===== src/dhi_map.vh =====
// Contract
// [RULE1] Straps pick two-wire, four-wire, strobe or split-strobe link
// [RULE2] Low init input resets controller and driver logic
// [RULE3] Host keeps init input high in normal use
// [RULE4] Bus activity ignored unless chip select low; the two-wire link never reads chip select
// [RULE5] Parallel byte: selector high data, low command
// [RULE6] Four-wire bits: selector high data, low command
// [RULE7] Two-wire mode: selector is target address bit zero
// [RULE8] Enable-strobe mode: cycle while enable high, select low
// [RULE9] Enable-strobe mode: direction high read, low write
// [RULE10] Split-strobe mode: read while read strobe, select low
// [RULE11] Split-strobe mode: write while write strobe, select low
// [RULE12] Serial modes: host grounds both strobe inputs
// [RULE13] Four-wire: line 1 data in, line 0 clock
// [RULE14] Two-wire: host joins lines 2 and 1 externally
// [RULE15] Parallel write captures byte at strobe trailing edge
`ifndef DHI_MAP_VH
`define DHI_MAP_VH
`define DHI_MODE_I2C 2'h2
`define DHI_MODE_SPI 2'h0
`define DHI_MODE_E_STROBE 2'h1
`define DHI_MODE_RW_STROBE 2'h3
`define DHI_ADDR_BASE 7'h3C
`define DHI_BYTE_W 8
`define DHI_FIFO_W 9
`define DHI_FIFO_D 8
`define DHI_FIFO_AW 3
`define DHI_BIT_DC 8
`endif


===== src/dhi_host_if.v =====
`timescale 1ns/1ps
`default_nettype none
`include "dhi_map.vh"
module dhi_host_if (
  input wire clock_in, // System clock, 40 MHz
  input wire rst_in, // Async reset, high
  input wire iface_strap_hi_in, // Interface strap, high bit
  input wire iface_strap_lo_in, // Interface strap, low bit
  input wire power_on_init_n_in, // Chip init, low active
  input wire cs_n_in, // Chip select, low active
  input wire dc_in, // Data/command selector or address bit
  input wire e_rd_n_in, // Enable or read strobe
  input wire rw_wr_n_in, // Direction or write strobe
  input wire [7:0] host_data_bus_in, // Data lines from host
  output reg [7:0] host_data_bus_out, // Data lines to host
  output reg host_data_bus_oe_out, // High while driving lines 7..0
  input wire [7:0] rd_byte_in, // Read-back byte from core
  output reg [7:0] rx_byte_out, // Received byte
  output reg rx_is_data_out, // 1 display data, 0 command
  output reg rx_valid_out, // Received byte valid
  input wire rx_ready_in, // Core accepts byte
  output reg rd_req_out, // Pulse: host started a read
  output reg [1:0] mode_out, // Active link mode
  output reg init_busy_out // Chip initialisation in progress
);
  localparam ST_ADDR = 2'h0;
  localparam ST_CTRL = 2'h1;
  localparam ST_DATA = 2'h2;
  localparam ST_IDLE = 2'h3;
  localparam [6:0] ADDR_BASE = `DHI_ADDR_BASE;

  // Strap decode, read by the link decode process and by is_par
  function [1:0] strap_mode;
    input hi;
    input lo;
    begin
      strap_mode = {hi, lo}; // see [RULE1]
    end
  endfunction

  wire [1:0] mode = strap_mode(iface_strap_hi_in, iface_strap_lo_in);
  wire sel = !cs_n_in && power_on_init_n_in; // see [RULE4]
  wire is_par = mode[0];

  reg [1:0] mode_q;
  reg e_q;
  reg rd_q;
  reg wr_q;
  reg sck_q;
  reg sda_q;
  reg sel_q;
  reg [7:0] shift;
  reg [3:0] bitcnt;
  reg [1:0] i2c_st;
  reg i2c_co;
  reg i2c_ack;
  reg [8:0] f_wdata;
  reg f_wvalid;
  wire f_wready;
  wire [8:0] f_rdata;
  wire f_rvalid;

  // Staging FIFO between link and core
  dhi_fifo #(.WIDTH(`DHI_FIFO_W), .DEPTH(`DHI_FIFO_D), .AW(`DHI_FIFO_AW)) u_fifo (
    .clock_in(clock_in),
    .rst_in(rst_in),
    .clr_in(!power_on_init_n_in),
    .wr_data_in(f_wdata),
    .wr_valid_in(f_wvalid),
    .wr_ready_out(f_wready),
    .rd_data_out(f_rdata),
    .rd_valid_out(f_rvalid),
    .rd_ready_in(rx_valid_out && rx_ready_in)
  );

  // Output register stage toward the core
  always @(posedge clock_in or posedge rst_in) begin
    if (rst_in) begin
      rx_byte_out <= 8'h00;
      rx_is_data_out <= 1'b0;
      rx_valid_out <= 1'b0;
      mode_out <= 2'h0;
      init_busy_out <= 1'b1;
    end else begin
      rx_byte_out <= f_rdata[7:0];
      rx_is_data_out <= f_rdata[`DHI_BIT_DC];
      rx_valid_out <= f_rvalid && !(rx_valid_out && rx_ready_in);
      mode_out <= mode_q;
      init_busy_out <= !power_on_init_n_in; // see [RULE2]
    end
  end

  // Link decode: strobes, serial shifters, two-wire framing
  always @(posedge clock_in or posedge rst_in) begin
    if (rst_in) begin
      mode_q <= 2'h0;
      e_q <= 1'b0;
      rd_q <= 1'b0;
      wr_q <= 1'b0;
      sck_q <= 1'b0;
      sda_q <= 1'b1;
      sel_q <= 1'b0;
      shift <= 8'h00;
      bitcnt <= 4'h0;
      i2c_st <= ST_IDLE;
      i2c_co <= 1'b0;
      i2c_ack <= 1'b0;
      f_wdata <= 9'h000;
      f_wvalid <= 1'b0;
      rd_req_out <= 1'b0;
      host_data_bus_out <= 8'h00;
      host_data_bus_oe_out <= 1'b0;
    end else if (!power_on_init_n_in) begin
      // Chip init: clear link state, latch straps
      mode_q <= mode; // see [RULE2]
      e_q <= 1'b0;
      rd_q <= 1'b0;
      wr_q <= 1'b0;
      sel_q <= 1'b0;
      bitcnt <= 4'h0;
      i2c_st <= ST_IDLE;
      f_wvalid <= 1'b0;
      rd_req_out <= 1'b0;
      host_data_bus_oe_out <= 1'b0;
    end else begin
      mode_q <= mode;
      f_wvalid <= 1'b0;
      rd_req_out <= 1'b0;
      sel_q <= sel;
      // Strobe histories held inactive outside chip select; serial line histories sck_q, sda_q are not gated
      e_q <= sel && e_rd_n_in;
      rd_q <= sel && !e_rd_n_in;
      wr_q <= sel && !rw_wr_n_in;
      sck_q <= host_data_bus_in[0];
      sda_q <= host_data_bus_in[1];
      host_data_bus_oe_out <= 1'b0;
      case (mode)
        `DHI_MODE_E_STROBE: begin
          if (sel && e_rd_n_in && rw_wr_n_in) begin // see [RULE8] [RULE9]
            host_data_bus_out <= rd_byte_in;
            host_data_bus_oe_out <= 1'b1;
            if (!e_q) rd_req_out <= 1'b1;
          end
          if (e_q && !e_rd_n_in && !rw_wr_n_in) begin // see [RULE15]
            f_wdata <= {dc_in, host_data_bus_in}; // see [RULE5]
            f_wvalid <= f_wready;
          end
        end
        `DHI_MODE_RW_STROBE: begin
          if (sel && !e_rd_n_in) begin // see [RULE10]
            host_data_bus_out <= rd_byte_in;
            host_data_bus_oe_out <= 1'b1;
            if (!rd_q) rd_req_out <= 1'b1;
          end
          if (wr_q && rw_wr_n_in) begin // see [RULE11] [RULE15]
            f_wdata <= {dc_in, host_data_bus_in}; // see [RULE5]
            f_wvalid <= f_wready;
          end
        end
        `DHI_MODE_SPI: begin
          if (!sel) begin
            bitcnt <= 4'h0;
          end else if (!sck_q && host_data_bus_in[0]) begin // see [RULE13]
            shift <= {shift[6:0], host_data_bus_in[1]};
            if (bitcnt == 4'h7) begin
              bitcnt <= 4'h0;
              f_wdata <= {dc_in, shift[6:0], host_data_bus_in[1]}; // see [RULE6]
              f_wvalid <= f_wready;
            end else begin
              bitcnt <= bitcnt + 4'h1;
            end
          end
        end
        default: begin
          // Two-wire: line 0 clock, line 1 data in, line 2 data out
          if (sck_q && host_data_bus_in[0] && sda_q && !host_data_bus_in[1]) begin
            i2c_st <= ST_ADDR;
            bitcnt <= 4'h0;
          end else if (sck_q && host_data_bus_in[0] && !sda_q && host_data_bus_in[1]) begin
            i2c_st <= ST_IDLE;
          end else if (i2c_st != ST_IDLE && !sck_q && host_data_bus_in[0]) begin
            if (bitcnt < 4'h8) begin
              shift <= {shift[6:0], host_data_bus_in[1]};
            end
            bitcnt <= (bitcnt == 4'h8) ? 4'h0 : bitcnt + 4'h1;
          end else if (i2c_st != ST_IDLE && sck_q && !host_data_bus_in[0]) begin
            if (bitcnt == 4'h8) begin
              i2c_ack <= 1'b1;
              case (i2c_st)
                ST_ADDR: begin
                  if (shift[7:1] == {ADDR_BASE[6:1], dc_in} && !shift[0]) begin // see [RULE7]
                    i2c_st <= ST_CTRL;
                  end else begin
                    i2c_st <= ST_IDLE;
                    i2c_ack <= 1'b0;
                  end
                end
                ST_CTRL: begin
                  i2c_co <= shift[7];
                  i2c_st <= ST_DATA;
                  f_wdata[`DHI_BIT_DC] <= shift[6];
                end
                ST_DATA: begin
                  f_wdata[7:0] <= shift;
                  f_wvalid <= f_wready;
                  if (i2c_co) i2c_st <= ST_CTRL;
                end
                default: i2c_st <= ST_IDLE;
              endcase
            end else if (bitcnt == 4'h0) begin
              i2c_ack <= 1'b0;
            end
          end
          if (i2c_ack) begin
            host_data_bus_out <= 8'h00;
            host_data_bus_oe_out <= 1'b1;
          end
        end
      endcase
    end
  end
endmodule // dhi_host_if
`default_nettype wire


===== src/dhi_fifo.v =====
`timescale 1ns/1ps
`default_nettype none
module dhi_fifo #(
  parameter WIDTH = 9,
  parameter DEPTH = 8,
  parameter AW = 3
) (
  input wire clock_in, // System clock
  input wire rst_in, // Async reset, high
  input wire clr_in, // Synchronous flush
  input wire [WIDTH-1:0] wr_data_in, // Write word
  input wire wr_valid_in, // Write request
  output wire wr_ready_out, // Room available
  output wire [WIDTH-1:0] rd_data_out, // Head word
  output wire rd_valid_out, // Head valid
  input wire rd_ready_in // Drain accept
);
  reg [WIDTH-1:0] mem [0:DEPTH-1];
  reg [AW-1:0] wr_ptr;
  reg [AW-1:0] rd_ptr;
  reg [AW:0] count;
  wire push = wr_valid_in && wr_ready_out;
  wire pop = rd_valid_out && rd_ready_in;
  assign wr_ready_out = (count != DEPTH[AW:0]);
  assign rd_valid_out = (count != {(AW+1){1'b0}});
  assign rd_data_out = mem[rd_ptr];
  // Storage write
  always @(posedge clock_in) begin
    if (push) begin
      mem[wr_ptr] <= wr_data_in;
    end
  end
  // Pointers and occupancy
  always @(posedge clock_in or posedge rst_in) begin
    if (rst_in) begin
      wr_ptr <= {AW{1'b0}};
      rd_ptr <= {AW{1'b0}};
      count <= {(AW+1){1'b0}};
    end else if (clr_in) begin
      wr_ptr <= {AW{1'b0}};
      rd_ptr <= {AW{1'b0}};
      count <= {(AW+1){1'b0}};
    end else begin
      if (push) wr_ptr <= wr_ptr + 1'b1;
      if (pop) rd_ptr <= rd_ptr + 1'b1;
      if (push && !pop) count <= count + 1'b1;
      else if (pop && !push) count <= count - 1'b1;
    end
  end
endmodule // dhi_fifo
`default_nettype wire


===== config.mk =====
export PLATFORM = sky130hd
export DESIGN_NAME = dhi_host_if
export DESIGN_NICKNAME = d
export VERILOG_FILES = /design/src/dhi_host_if.v /design/src/dhi_fifo.v
export VERILOG_INCLUDE_DIRS = /design/src /design/src/src
export SDC_FILE = /design/constraint.sdc
export NUM_CORES = 1
export LEC_CHECK = 0
export BUFFER_PORTS_ARGS = -buffer_cell sky130_fd_sc_hd__buf_2
export CAP_MARGIN = 10
export CORE_MARGIN = 2
export CORE_UTILIZATION = 62
export CTS_CLUSTER_SIZE = 30
export DETAILED_ROUTE_END_ITERATION = 10
export MAX_ROUTING_LAYER = met4
export PLACE_DENSITY = 0.83
export SLEW_MARGIN = 5
export SYNTH_ARGS = -nofsm -noshare
export SYNTH_HDL_FRONTEND = slang
export SYNTH_HIERARCHICAL = 1
export SYNTH_SLANG_ARGS = --single-unit
export TNS_END_PERCENT = 1

===== constraint.sdc =====
create_clock -name clock_in -period 5.7 [get_ports clock_in]
set_input_delay 0.57 -clock clock_in [delete_from_list [all_inputs] [get_ports clock_in]]
set_output_delay 0.57 -clock clock_in [all_outputs]
set_load 0.01 [all_outputs]

# Word level (Yosys, flattened, before mapping)
# Memories as Yosys holds them, arrays and structs flattened. A register that Yosys moved wholly into a read port is not among the register bits.
# Cells that the tools add are included.
[totals]
reg_bits = 57
latch_bits = 0
ramBits = 72
rom_bits = 0
output_inout_bits = 23
mem_count = 1
[classes]
n_addsub = 5
n_mul = 0
div_mod_pow = 0
magnitude_cmp = 1
n_eq_ne = 33
shift = 0
n_mux = 83
n_bitwise = 6
reduce_logical = 59
[memory_table]
columns = ["name", "depth", "word_bits", "rd", "rd_clocked_by_memory_dff", "write_ports", "line", "rtl"]
rows = [
  ["u_fifo.mem", 8, 9, 1, 1, 1, "dhi_fifo.v:18", "reg [WIDTH-1:0] mem [0:DEPTH-1];"],
]
[ops]
columns = ["operator", "n"]
rows = [
  ["$mux 9", 10],
  ["$mux 8", 10],
  ["$mux 4", 11],
  ["$mux 1", 31],
  ["$pmux 9 s3", 1],
  ["$logic_and 1x1->1", 25],
  ["$ne 4x1->1 const B", 6],
  ["$pmux 8 s3", 1],
  ["$reduce_and 12->1", 2],
  ["$ne 2x2->1 const B", 10],
  ["$reduce_bool 4->1", 5],
  ["$mux 2", 9],
  ["$pmux 8 s2", 1],
  ["$reduce_and 8->1", 2],
  ["$logic_not 1->1", 12],
  ["$mux 3", 4],
  ["$ne 4x4->1 const B", 3],
  ["$reduce_and 5->1", 2],
  ["$add 4x1->4 const B", 2],
  ["$ne 2x1->1 const B", 4],
  ["$pmux 4 s2", 1],
  ["$eq 7x6->1", 1],
  ["$reduce_and 7->1", 1],
  ["$add 3x1->3 const B", 2],
  ["20 further kinds", 31],
]

# Logic depth before layout (Yosys ltp)
# Gate-level depths: netlist of the first run.
[logic_depth]
ltp_word = 11
mapped_depth = 11
ltp_nobuf = 10

# Hierarchy
# The synthesis of the first run kept the hierarchy.
[modules_own_cells]
columns = ["mod", "n_inst", "cells_per_inst", "area_each_um2", "seq_area_each_um2"]
rows = [
  ["dhi_fifo", 1, 178, 3419.5, 2412.3],
  ["dhi_host_if", 1, 249, 2661.3, 1406.3],
]

# Least setup slack after synthesis of the first run
# No wires, ideal clock.
[synth_timing]
path_type = "reg2reg"
from = "register u_fifo.count[0]"
to = "register u_fifo.count[3]"
setup_time_ns = 0.125
arrival_ns = 2.480
required_ns = 5.575
setup_slack_ns = 3.095
path_stages_with_launch = 12
path_buffers = 1
path_cell_list = "dfrtp_1 -> or4b_1 -> buf_2 -> nand2_2 -> inv_1 -> ha_1 -> inv_1 -> ha_1 -> a21oi_1 -> a211oi_1 -> a31oi_1 -> mux2_2"
[synth_rtl]
columns = ["element", "line", "rtl"]
rows = [
  ["start: declaration", "dhi_fifo.v:21", "reg [AW:0] count;"],
  ["start signal: assignment", "dhi_fifo.v:38", "count <= {(AW+1){1'b0}};"],
  ["start signal: assignment", "dhi_fifo.v:42", "count <= {(AW+1){1'b0}};"],
  ["start signal: assignment", "dhi_fifo.v:46", "if (push && !pop) count <= count + 1'b1;"],
  ["$ne 4x4->1 *", "dhi_fifo.v:24", "assign wr_ready_out = (count != DEPTH[AW:0]);"],
  ["net f_wready", "dhi_host_if.v:59", "wire f_wready;"],
  ["$logic_and 1x1->1 *", "dhi_fifo.v:22", "wire push = wr_valid_in && wr_ready_out;"],
  ["$logic_not 1->1 / $logic_and 1x1->1 (equally long branches)", "dhi_fifo.v:47, dhi_fifo.v:46", ""],
  ["$logic_and 1x1->1 / $mux 4 (equally long branches)", "dhi_fifo.v:47, dhi_fifo.v:46", ""],
  ["$ne 3x1->1 (no source line) / $mux 4 (equally long branches)", "-", ""],
]
# The timed path passes the listed nets; every way through them passes the cells marked *. The select of a mux whose other input is x is not followed.
# A chain may end at the register's enable or synchronous reset.

# Worst setup path after layout of the first run
# Ends and elaborated chain as after synthesis.

==> results.txt, run 1 <==
----------------------------------------------------
[Synth]
  Count of flip-flops with a built-in enable after synthesis ... 72
  Area contributors post-synth ... sky130_fd_sc_hd__edfxtp_1 (36%), sky130_fd_sc_hd__dfrtp_1 (26%), sky130_fd_sc_hd__mux4_1 (3.9%)
  Sequential fraction of the synthesis area ... 0.628
  Total number of yosys warnings ... 6
  Area fraction of the dominant cell type after synthesis ... 0.356
  Instance count of the mapped netlist ... ~430
  Count of cell types in the netlist ... 57
  Synth Cell Area ... 6080 µm²
  Mean area per synthesized cell ... 14.2 µm²
  Async S/R FF share, synth ... 0.478
  Synthesized Nets ... 465
  Number of register bits inferred by synthesis ... around 140
  Cell type with the highest aggregate area in the netlist ... sky130_fd_sc_hd__edfxtp_1
  Primary flip-flop cell chosen by synthesis mapping ... sky130_fd_sc_hd__edfxtp_1

[Critical path]
  Largest delay contributor family on the critical path ... simple AND/OR/NAND/NOR gates
  Worst reg-to-reg setup slack ... 2.86 ns
  Biggest cell delay along the critical path ... between 0.6 and 0.7 ns
  Cells along the critical path ... or4b_1 > nand2_2 > inv_1 > ha_1 > inv_1 > ha_1 > a21oi_1 > a211oi_1 > a31oi_1 > mux2_2
  Number of buffer and inverter instances along the worst setup path ... 2
  Data required, critical path ... 6.11 ns
  Worst setup path startpoint ... u_fifo/count[0]
  Crit path arrival time ... 3.25 ns
  Maximum fanout along the worst path ... 5
  Critical path endpoint category ... flop
  Kind of start point of the critical path ... flop
  Cell type of the slowest stage on the worst timing path ... sky130_fd_sc_hd__or4b_1
  Worst R2R Start ... u_fifo/count[0]
  CP Class ... reg2reg

[Timing]
  Worst Skew ... between 0.007 and 0.008 ns
  Final slew viol count ... 0
  Slew of the pin with the lowest slew margin ... 1.10 ns
  Post-route fraction of the period consumed by the critical path ... 0.499
  F_max ... 352 MHz
  Worst Hold Margin ... 0.0307 ns
  Worst slew slack as a fraction of its limit ... 0.266
  Endpoints failing hold ... 0
  Setup repair after global routing missed its margin ... no
  Accumulated negative setup slack ... 0 ns
  Final setup fails ... 0
  Post-layout minimum cycle time ... 2.84 ns

[Layout]
  Layout overhead on the synthesized area ... 14.9%
  Layout net count ... 516
  Most frequent standard cell in the layout excluding fill and tap cells ... sky130_fd_sc_hd__edfxtp_1
  Fraction of layout cells with a size suffix above 1 ... 0.269
  Utilization after layout ... 0.725
  Diode insertion count for antenna repair ... 0
  Count of fill cells added during filler insertion ... roughly 630
  Most frequent cells in the layout ... sky130_fd_sc_hd__edfxtp_1 (72), sky130_fd_sc_hd__dfrtp_1 (62), sky130_fd_sc_hd__buf_2 (48)

[GRT]
  Wire length of the first global-routing pass ... 18700 µm
  Number of antenna violations at the first check in global routing ... 0
  Vias in the first global route ... 3688
  Global route overflow ... 0
  Total GRT Usage ... 0.247
  Largest net degree at the start of global routing ... 57

[Place]
  Final Wtd Congestion ... 0.829
  HPWL after DPL ... 7410 µm
  Number of input and output port buffers inserted ... 48

[Run]
  Max-capacitance violation count ... 0

[Floorplanning]
  Area of the placeable core ... 9640 µm²
  Horizontal die dimension ... 103 µm
  I/O pin count ... 49
  Die area ... around 11000 µm²
  Die H ... 103 µm
  Initial standard-cell utilization of the core ... 0.631
  Row count ... 36

[CTS]
  Sinks on the clock net ... 138
  Depth of the CTS H-tree ... 4
  Clock tree from TritonCTS ... done
  Postcts setup bufs ... 0
  Cell at the root of the clock tree ... sky130_fd_sc_hd__clkbuf_8
  Number of buffers added by the clock tree synthesis step ... 17
  Clock Tree Buf Depth ... 2
  Clock slew at the register clock pins of the worst setup and hold paths ... 0.06 ns
  Post-cts repair resize count ... 0
  Clock latency of the later-clocked register in the worst-skew pair ... 0.52 ns
  Number of hold buffers added after cts ... 0

[Power]
  Power, Total ... 2400 µW
  Maximum resistive drop on vdd ... between 0.15 and 0.2 mV
  Power per standard cell area ... between 300 and 400 nW/µm²
  Total leakage power ... ~0.0028 µW

[Routing]
  Post-Route WL ... between 10000 and 15000 µm
  Total vias in the final route ... 3651
  Drt pass-1 iters ... 5
  Remaining antenna violation count after routing ... 0
  Vias per std cell ... about 5.9
  DRC ... 0
  Detailed router's first-iteration violation count ... 235
  Routed length per instance ... 18.5 µm

[Run status]
  Status ... complete, no violations

[Min path]
  Tightest Hold Check Type ... in2async

----------------------------------------------------
cell type report:
type | instances | area [µm²] | share of cell area
Clock inverter | 15 | 179 | 0.0256
Clock buffer | 17 | 414 | 0.0593
Inverter | 15 | 56.3 | 0.00806
Timing Repair Buffer | 51 | 263 | 0.0376
Multi-Input combinational cell | 255 | 2090 | 0.299
Tap cell | 133 | 166 | 0.0238
Sequential cell | 138 | 3820 | 0.547
through the flow:
| stage | cells | instance area [µm²] | worst slack, ns |
|---|---|---|---|
| 2_1_floorplan | 427 | 6080 | 3.10 |
| 3_3_place_gp | 592 | 6390 | 2.84 |
| 3_5_place_dp | 592 | 6390 | 2.75 |
| 4_1_cts | 624 | 6990 | 2.87 |
| 5_1_grt | 624 | 6990 | 2.67 |
| 6_report | 624 | 6990 | 2.86 |
report_power, final:
group	total (µW)	switching [µW]	internal, µW
sequential	1180	58.7	1120
clock	1090	449	642
combinational	130	73.2	56.3
cells by family (layout without fill, tap and decap cells):
family | count (synthesis) | in the layout | synth area share
AO/OA/AOI/OAI | 69 | 69 | 0.0730
flip-flops | 138 | 138 | 0.628
XOR/XNOR | 7 | 7 | 0.0101
buffers and inverters | 34 | 98 | 0.0284
adder cells (fa/ha/maj) | 12 | 12 | 0.0259
AND/OR/NAND/NOR | 120 | 120 | 0.103
multiplexers | 47 | 47 | 0.131
metal layers:
metal,wire length (µm),track usage
met1,4850,0.311
met3,425,0.0447
met4,312,0.109
met5,0,-
met2,5930,0.396
final timing paths:
path | endpoint | cells past startpoint
worst max-delay path | u_fifo/count[3] | 10
worst min-delay path | u_fifo/rd_ptr[1] | 2
worst max register to register | u_fifo/count[3] | 10
worst min register to register | mode_out[1] | 0
max in group asynchronous | host_data_bus_out[0] | 3
min in group clock_in | mode_q[1] | 1
cell usage after synthesis (2+ instances only):
library cell and count:
sky130_fd_sc_hd__a311oi_1 2, sky130_fd_sc_hd__a31oi_1 2, sky130_fd_sc_hd__dfrtp_1 62, sky130_fd_sc_hd__mux2_4 9, sky130_fd_sc_hd__nand3b_1 2, sky130_fd_sc_hd__nand4_1 3, sky130_fd_sc_hd__nor3_1 5, sky130_fd_sc_hd__clkbuf_1 8
sky130_fd_sc_hd__nor4_1 2, sky130_fd_sc_hd__mux4_1 9, sky130_fd_sc_hd__buf_1 2, sky130_fd_sc_hd__nor2b_1 7, sky130_fd_sc_hd__inv_1 15, sky130_fd_sc_hd__mux4_2 9, sky130_fd_sc_hd__a21oi_1 12, sky130_fd_sc_hd__a22oi_1 8
sky130_fd_sc_hd__o31ai_1 6, sky130_fd_sc_hd__nor4b_1 3, sky130_fd_sc_hd__o21ai_0 27, sky130_fd_sc_hd__buf_6 3, sky130_fd_sc_hd__dfstp_2 4, sky130_fd_sc_hd__buf_2 4, sky130_fd_sc_hd__ha_1 11, sky130_fd_sc_hd__a21oi_2 2
sky130_fd_sc_hd__and2_1 4, sky130_fd_sc_hd__nand3_1 8, sky130_fd_sc_hd__nand4b_1 4, sky130_fd_sc_hd__edfxtp_1 72, sky130_fd_sc_hd__xor2_1 6, sky130_fd_sc_hd__or4b_1 2, sky130_fd_sc_hd__nor2_1 22, sky130_fd_sc_hd__nand2_1 37
sky130_fd_sc_hd__nand2b_1 11, sky130_fd_sc_hd__mux2_2 20, sky130_fd_sc_hd__and3_1 2
state kept, by name, indices dropped and copies added (netlist names), 2 cells and up:
signal	flops
shift	8
i2c_st	2
u_fifo/mem	72
u_fifo/rd_ptr	3
mode_q	2
u_fifo/count	4
f_wdata	9
bitcnt	4
mode_out	2
u_fifo/wr_ptr	3
rx_byte_out	8
host_data_bus_out	8
worst reg2reg max path, stage by stage, from the launching register on:
cell                       delay, ns
sky130_fd_sc_hd__dfrtp_1        0.43
sky130_fd_sc_hd__or4b_1         0.65
sky130_fd_sc_hd__nand2_2        0.16
sky130_fd_sc_hd__inv_1          0.06
sky130_fd_sc_hd__ha_1           0.24
sky130_fd_sc_hd__inv_1          0.11
sky130_fd_sc_hd__ha_1           0.27
sky130_fd_sc_hd__a21oi_1        0.20
sky130_fd_sc_hd__a211oi_1       0.10
sky130_fd_sc_hd__a31oi_1        0.17
sky130_fd_sc_hd__mux2_2         0.35
(Power assumes the default switching activity.)
==> run 2, diff against run 1 <==
Settings changed: CORE_UTILIZATION 62 to 54, PLACE_DENSITY 0.83 to 0.77.
Clock period 5.7 ns to 2.6 ns, I/O delays scaled along.
==> run 2 against run 1 <==
  * First-iteration DRC count increased by 12%
  * Clock power grew 120%
  * Die area increased by 14%
  * Largest cell class unchanged
  * Non-clock buffer count rose by 23
  * Cell area rose by 3.1%
  * Worst setup slack lost 2.8 ns
  * Worst hold slack gained 0.051 ns
  * Utilization shrank 6.6 points
  * Global-route usage shrank 2.8 points
  * Combinational power is 140% higher
  * Clock skew hardly changed
==> results.txt, run 2 (synthesis gave the netlist of run 1 again) <==
----------------------------------------------------
[Routing]
  Vias per std cell ... 5.75 (-1.8%)
  DRC ... 0 (unchanged)
  Remaining antenna violation count after routing ... 0 (unchanged)
  Detailed router's first-iteration violation count ... 263 (+12%)
  Routed length per instance ... 18.1 µm (-2.0%)
  Total vias in the final route ... 3759 (+3.0%)
  Post-Route WL ... 11800 µm (+2.7%)
  Drt pass-1 iters ... 4 (-1)

[Timing]
  Worst path setup slack after routing ... 0.0928 ns (-2.76 ns)
  F_max ... 399 MHz (+13%)
  Worst Hold Margin ... 0.0815 ns (+0.0508 ns)
  Worst Skew ... 0.00777 ns (-0.0000710 ns)
  Slew of the pin with the lowest slew margin ... 0.819 ns (-0.282 ns)
  Final slew viol count ... 0 (unchanged)
  Post-route fraction of the period consumed by the critical path ... 0.964 (+0.465)
  Worst slew slack as a fraction of its limit ... 0.454 (+0.188)
  Endpoints failing hold ... 0 (unchanged)
  Final setup fails ... 0 (unchanged)
  Setup repair after global routing missed its margin ... no
  Post-layout minimum cycle time ... 2.51 ns (-0.337 ns)

[Layout]
  Fraction of layout cells with a size suffix above 1 ... 0.300 (+0.0308)
  Layout net count ... 539 (+4.5%)
  Layout overhead on the synthesized area ... 18.5%
  Final non-filler cell total ... 654 (+4.8%)
  Most frequent cells in the layout ... sky130_fd_sc_hd__edfxtp_1 (72), sky130_fd_sc_hd__dfrtp_1 (62), sky130_fd_sc_hd__buf_2 (48)
  Area of all placed cells without fillers ... 7210 µm² (+3.1%)
  Count of fill cells added during filler insertion ... 794 (+25%)
  Most frequent standard cell in the layout excluding fill and tap cells ... sky130_fd_sc_hd__edfxtp_1
  Utilization after layout ... 0.659 (-0.0659)
  Most flop-heavy register ... u_fifo/mem
  Diode insertion count for antenna repair ... 0 (unchanged)
  Number of flip-flops under the largest register name ... 72 (unchanged)
  Registers with the most flip-flops ... u_fifo/mem (72), f_wdata (9)

[Critical path]
  Crit path arrival time ... 2.81 ns (-0.44 ns)
  Biggest cell delay along the critical path ... 0.56 ns (-0.09 ns)
  Cells along the critical path ... or4b_4 > nand2_4 > inv_1 > ha_1 > inv_2 > ha_4 > a21oi_4 > a211oi_1 > a31oi_1 > mux2_2
  Number of cell instances on the worst register-to-register path ... 10 (unchanged)
  Kind of start point of the critical path ... flop
  Critical path endpoint category ... flop
  CP Class ... reg2reg
  Cell type of the slowest stage on the worst timing path ... sky130_fd_sc_hd__or4b_4
  Data required, critical path ... 2.90 ns (-3.21 ns)
  Maximum fanout along the worst path ... 4 (-1)

[CTS]
  Clock slew at the register clock pins of the worst setup and hold paths ... 0.06 ns (about the same)
  Cell at the root of the clock tree ... sky130_fd_sc_hd__clkbuf_16
  Clock Tree Buf Depth ... 2 (unchanged)
  Clock latency of the later-clocked register in the worst-skew pair ... 0.41 ns (-0.11 ns)
  Depth of the CTS H-tree ... 4 (unchanged)
  Sinks on the clock net ... 138 (unchanged)
  Clock tree from TritonCTS ... done
  Number of buffers added by the clock tree synthesis step ... 17 (unchanged)

[Place]
  Number of placed instances, taps included ... 616 (+4.1%)
  Worst-case setup slack after placement ... -0.0357 ns (-2.79 ns)
  Final Wtd Congestion ... 0.852 (+2.7%)
  Number of input and output port buffers inserted ... 48 (unchanged)
  Total placed instance area ... 6530 µm² (+2.2%)
  HPWL after DPL ... 7700 µm (+3.9%)

[Floorplanning]
  Die H ... 110 µm (+6.9%)
  I/O pin count ... 49 (unchanged)
  Row count ... 38 (+5.6%)
  Horizontal die dimension ... 110 µm (+6.9%)
  Initial standard-cell utilization of the core ... 0.556 (-0.0748)
  Die area ... 12100 µm² (+14%)
  Area of the placeable core ... 10900 µm² (+13%)

[Power]
  Part of the total power dissipated in combinational logic ... 0.058 (+0.004)
  Pint ... 4040 µW (+120%)
  Switching share of power ... 0.230 (-0.0118)
  Maximum resistive drop on vdd ... 0.379 mV (+120%)
  Power per standard cell area ... 728 nW/µm² (+110%)
  Clock Power Share ... 0.449 (-0.005)
  Relative contribution of sequential cells to total power ... 0.492 (about the same)
  Net switching power figure ... 1210 µW (+110%)
  Total leakage power ... 0.00291 µW (+4.2%)

[GRT]
  Wire length of the first global-routing pass ... 19200 µm (+2.6%)
  Vias in the first global route ... 3801 (+3.1%)
  Number of antenna violations at the first check in global routing ... 0 (unchanged)
  Global route overflow ... 0 (unchanged)
  Total GRT Usage ... 0.219 (-0.0282)
  Largest net degree at the start of global routing ... 25 (-56%)

[Min path]
  Count of cells along the worst hold path ... 3
  Tightest Hold Check Type ... in2reg

[Run status]
  Status ... complete, no violations

[Run]
  Max-capacitance violation count ... 0 (unchanged)

----------------------------------------------------
## run 2: stage by stage
step                      setup TNS, ns  total power [µW]
final                                 0              5240
after floorplan                       0              2780
after global routing                  0              5420
after global placement                0              2890
after detailed placement        -0.0357              2920
after CTS                             0              5280
## run 2: final cells by class
cell class	count	area, µm²	share of cell area
repair buffers	74	443	0.0615
inverters	15	56.3	0.00781
multi-input cells	255	2130	0.296
clock inverters	14	144	0.0200
flip-flops and latches	138	3820	0.530
well taps	140	175	0.0243
clock buffers	18	439	0.0609
## run 2: what timing repair did
item                                    in CTS  in global routing
resized for setup                            2                  4
setup buffers                                2                  1
endpoints found under the setup margin       1                  9
hold endpoints to repair                    24                  0
hold buffers                                 3                  0
pin swaps                                    1                  0
## run 2: power by group through the flow
stage / combinational, µW / sequential [µW] / clock [µW]
5_1_grt: 343 / 2600 / 2480
6_report: 306 / 2580 / 2360
3_5_place_dp: 296 / 2620 / 0
4_1_cts: 306 / 2580 / 2390
2_1_floorplan: 189 / 2590 / 0
3_3_place_gp: 285 / 2600 / 0
## run 2: worst max-delay path: cells and delay by family, from the launching register on
kind	cells	cell delay [ns]
simple gates	2	0.67
compound gates	3	0.37
flops	1	0.41
fa+ha+maj	2	0.44
mux	1	0.35
buf+inv	2	0.15
## run 2: final timing paths
path,from,endpoint,slack [ns]
hold / removal,rd_byte_in[0],host_data_bus_out[0],0.08
setup reg to reg,u_fifo/count[1],u_fifo/count[3],0.09
min in group asynchronous,rst_in,rx_byte_out[6],0.37
setup / recovery,u_fifo/count[1],u_fifo/count[3],0.09
hold reg to reg,mode_q[0],mode_out[0],0.35
max in group asynchronous,rst_in,i2c_st[1],1.53
## run 2: layer usage
layer / part of all wire / global-route usage / vias to the layer above
li1: - / - / 1751
met3: 0.052 / 0.0441 / 11
met4: 0.0086 / 0.0875 / 0
met5: 0 / - / -
met2: 0.52 / 0.361 / 121
met1: 0.42 / 0.267 / 1876
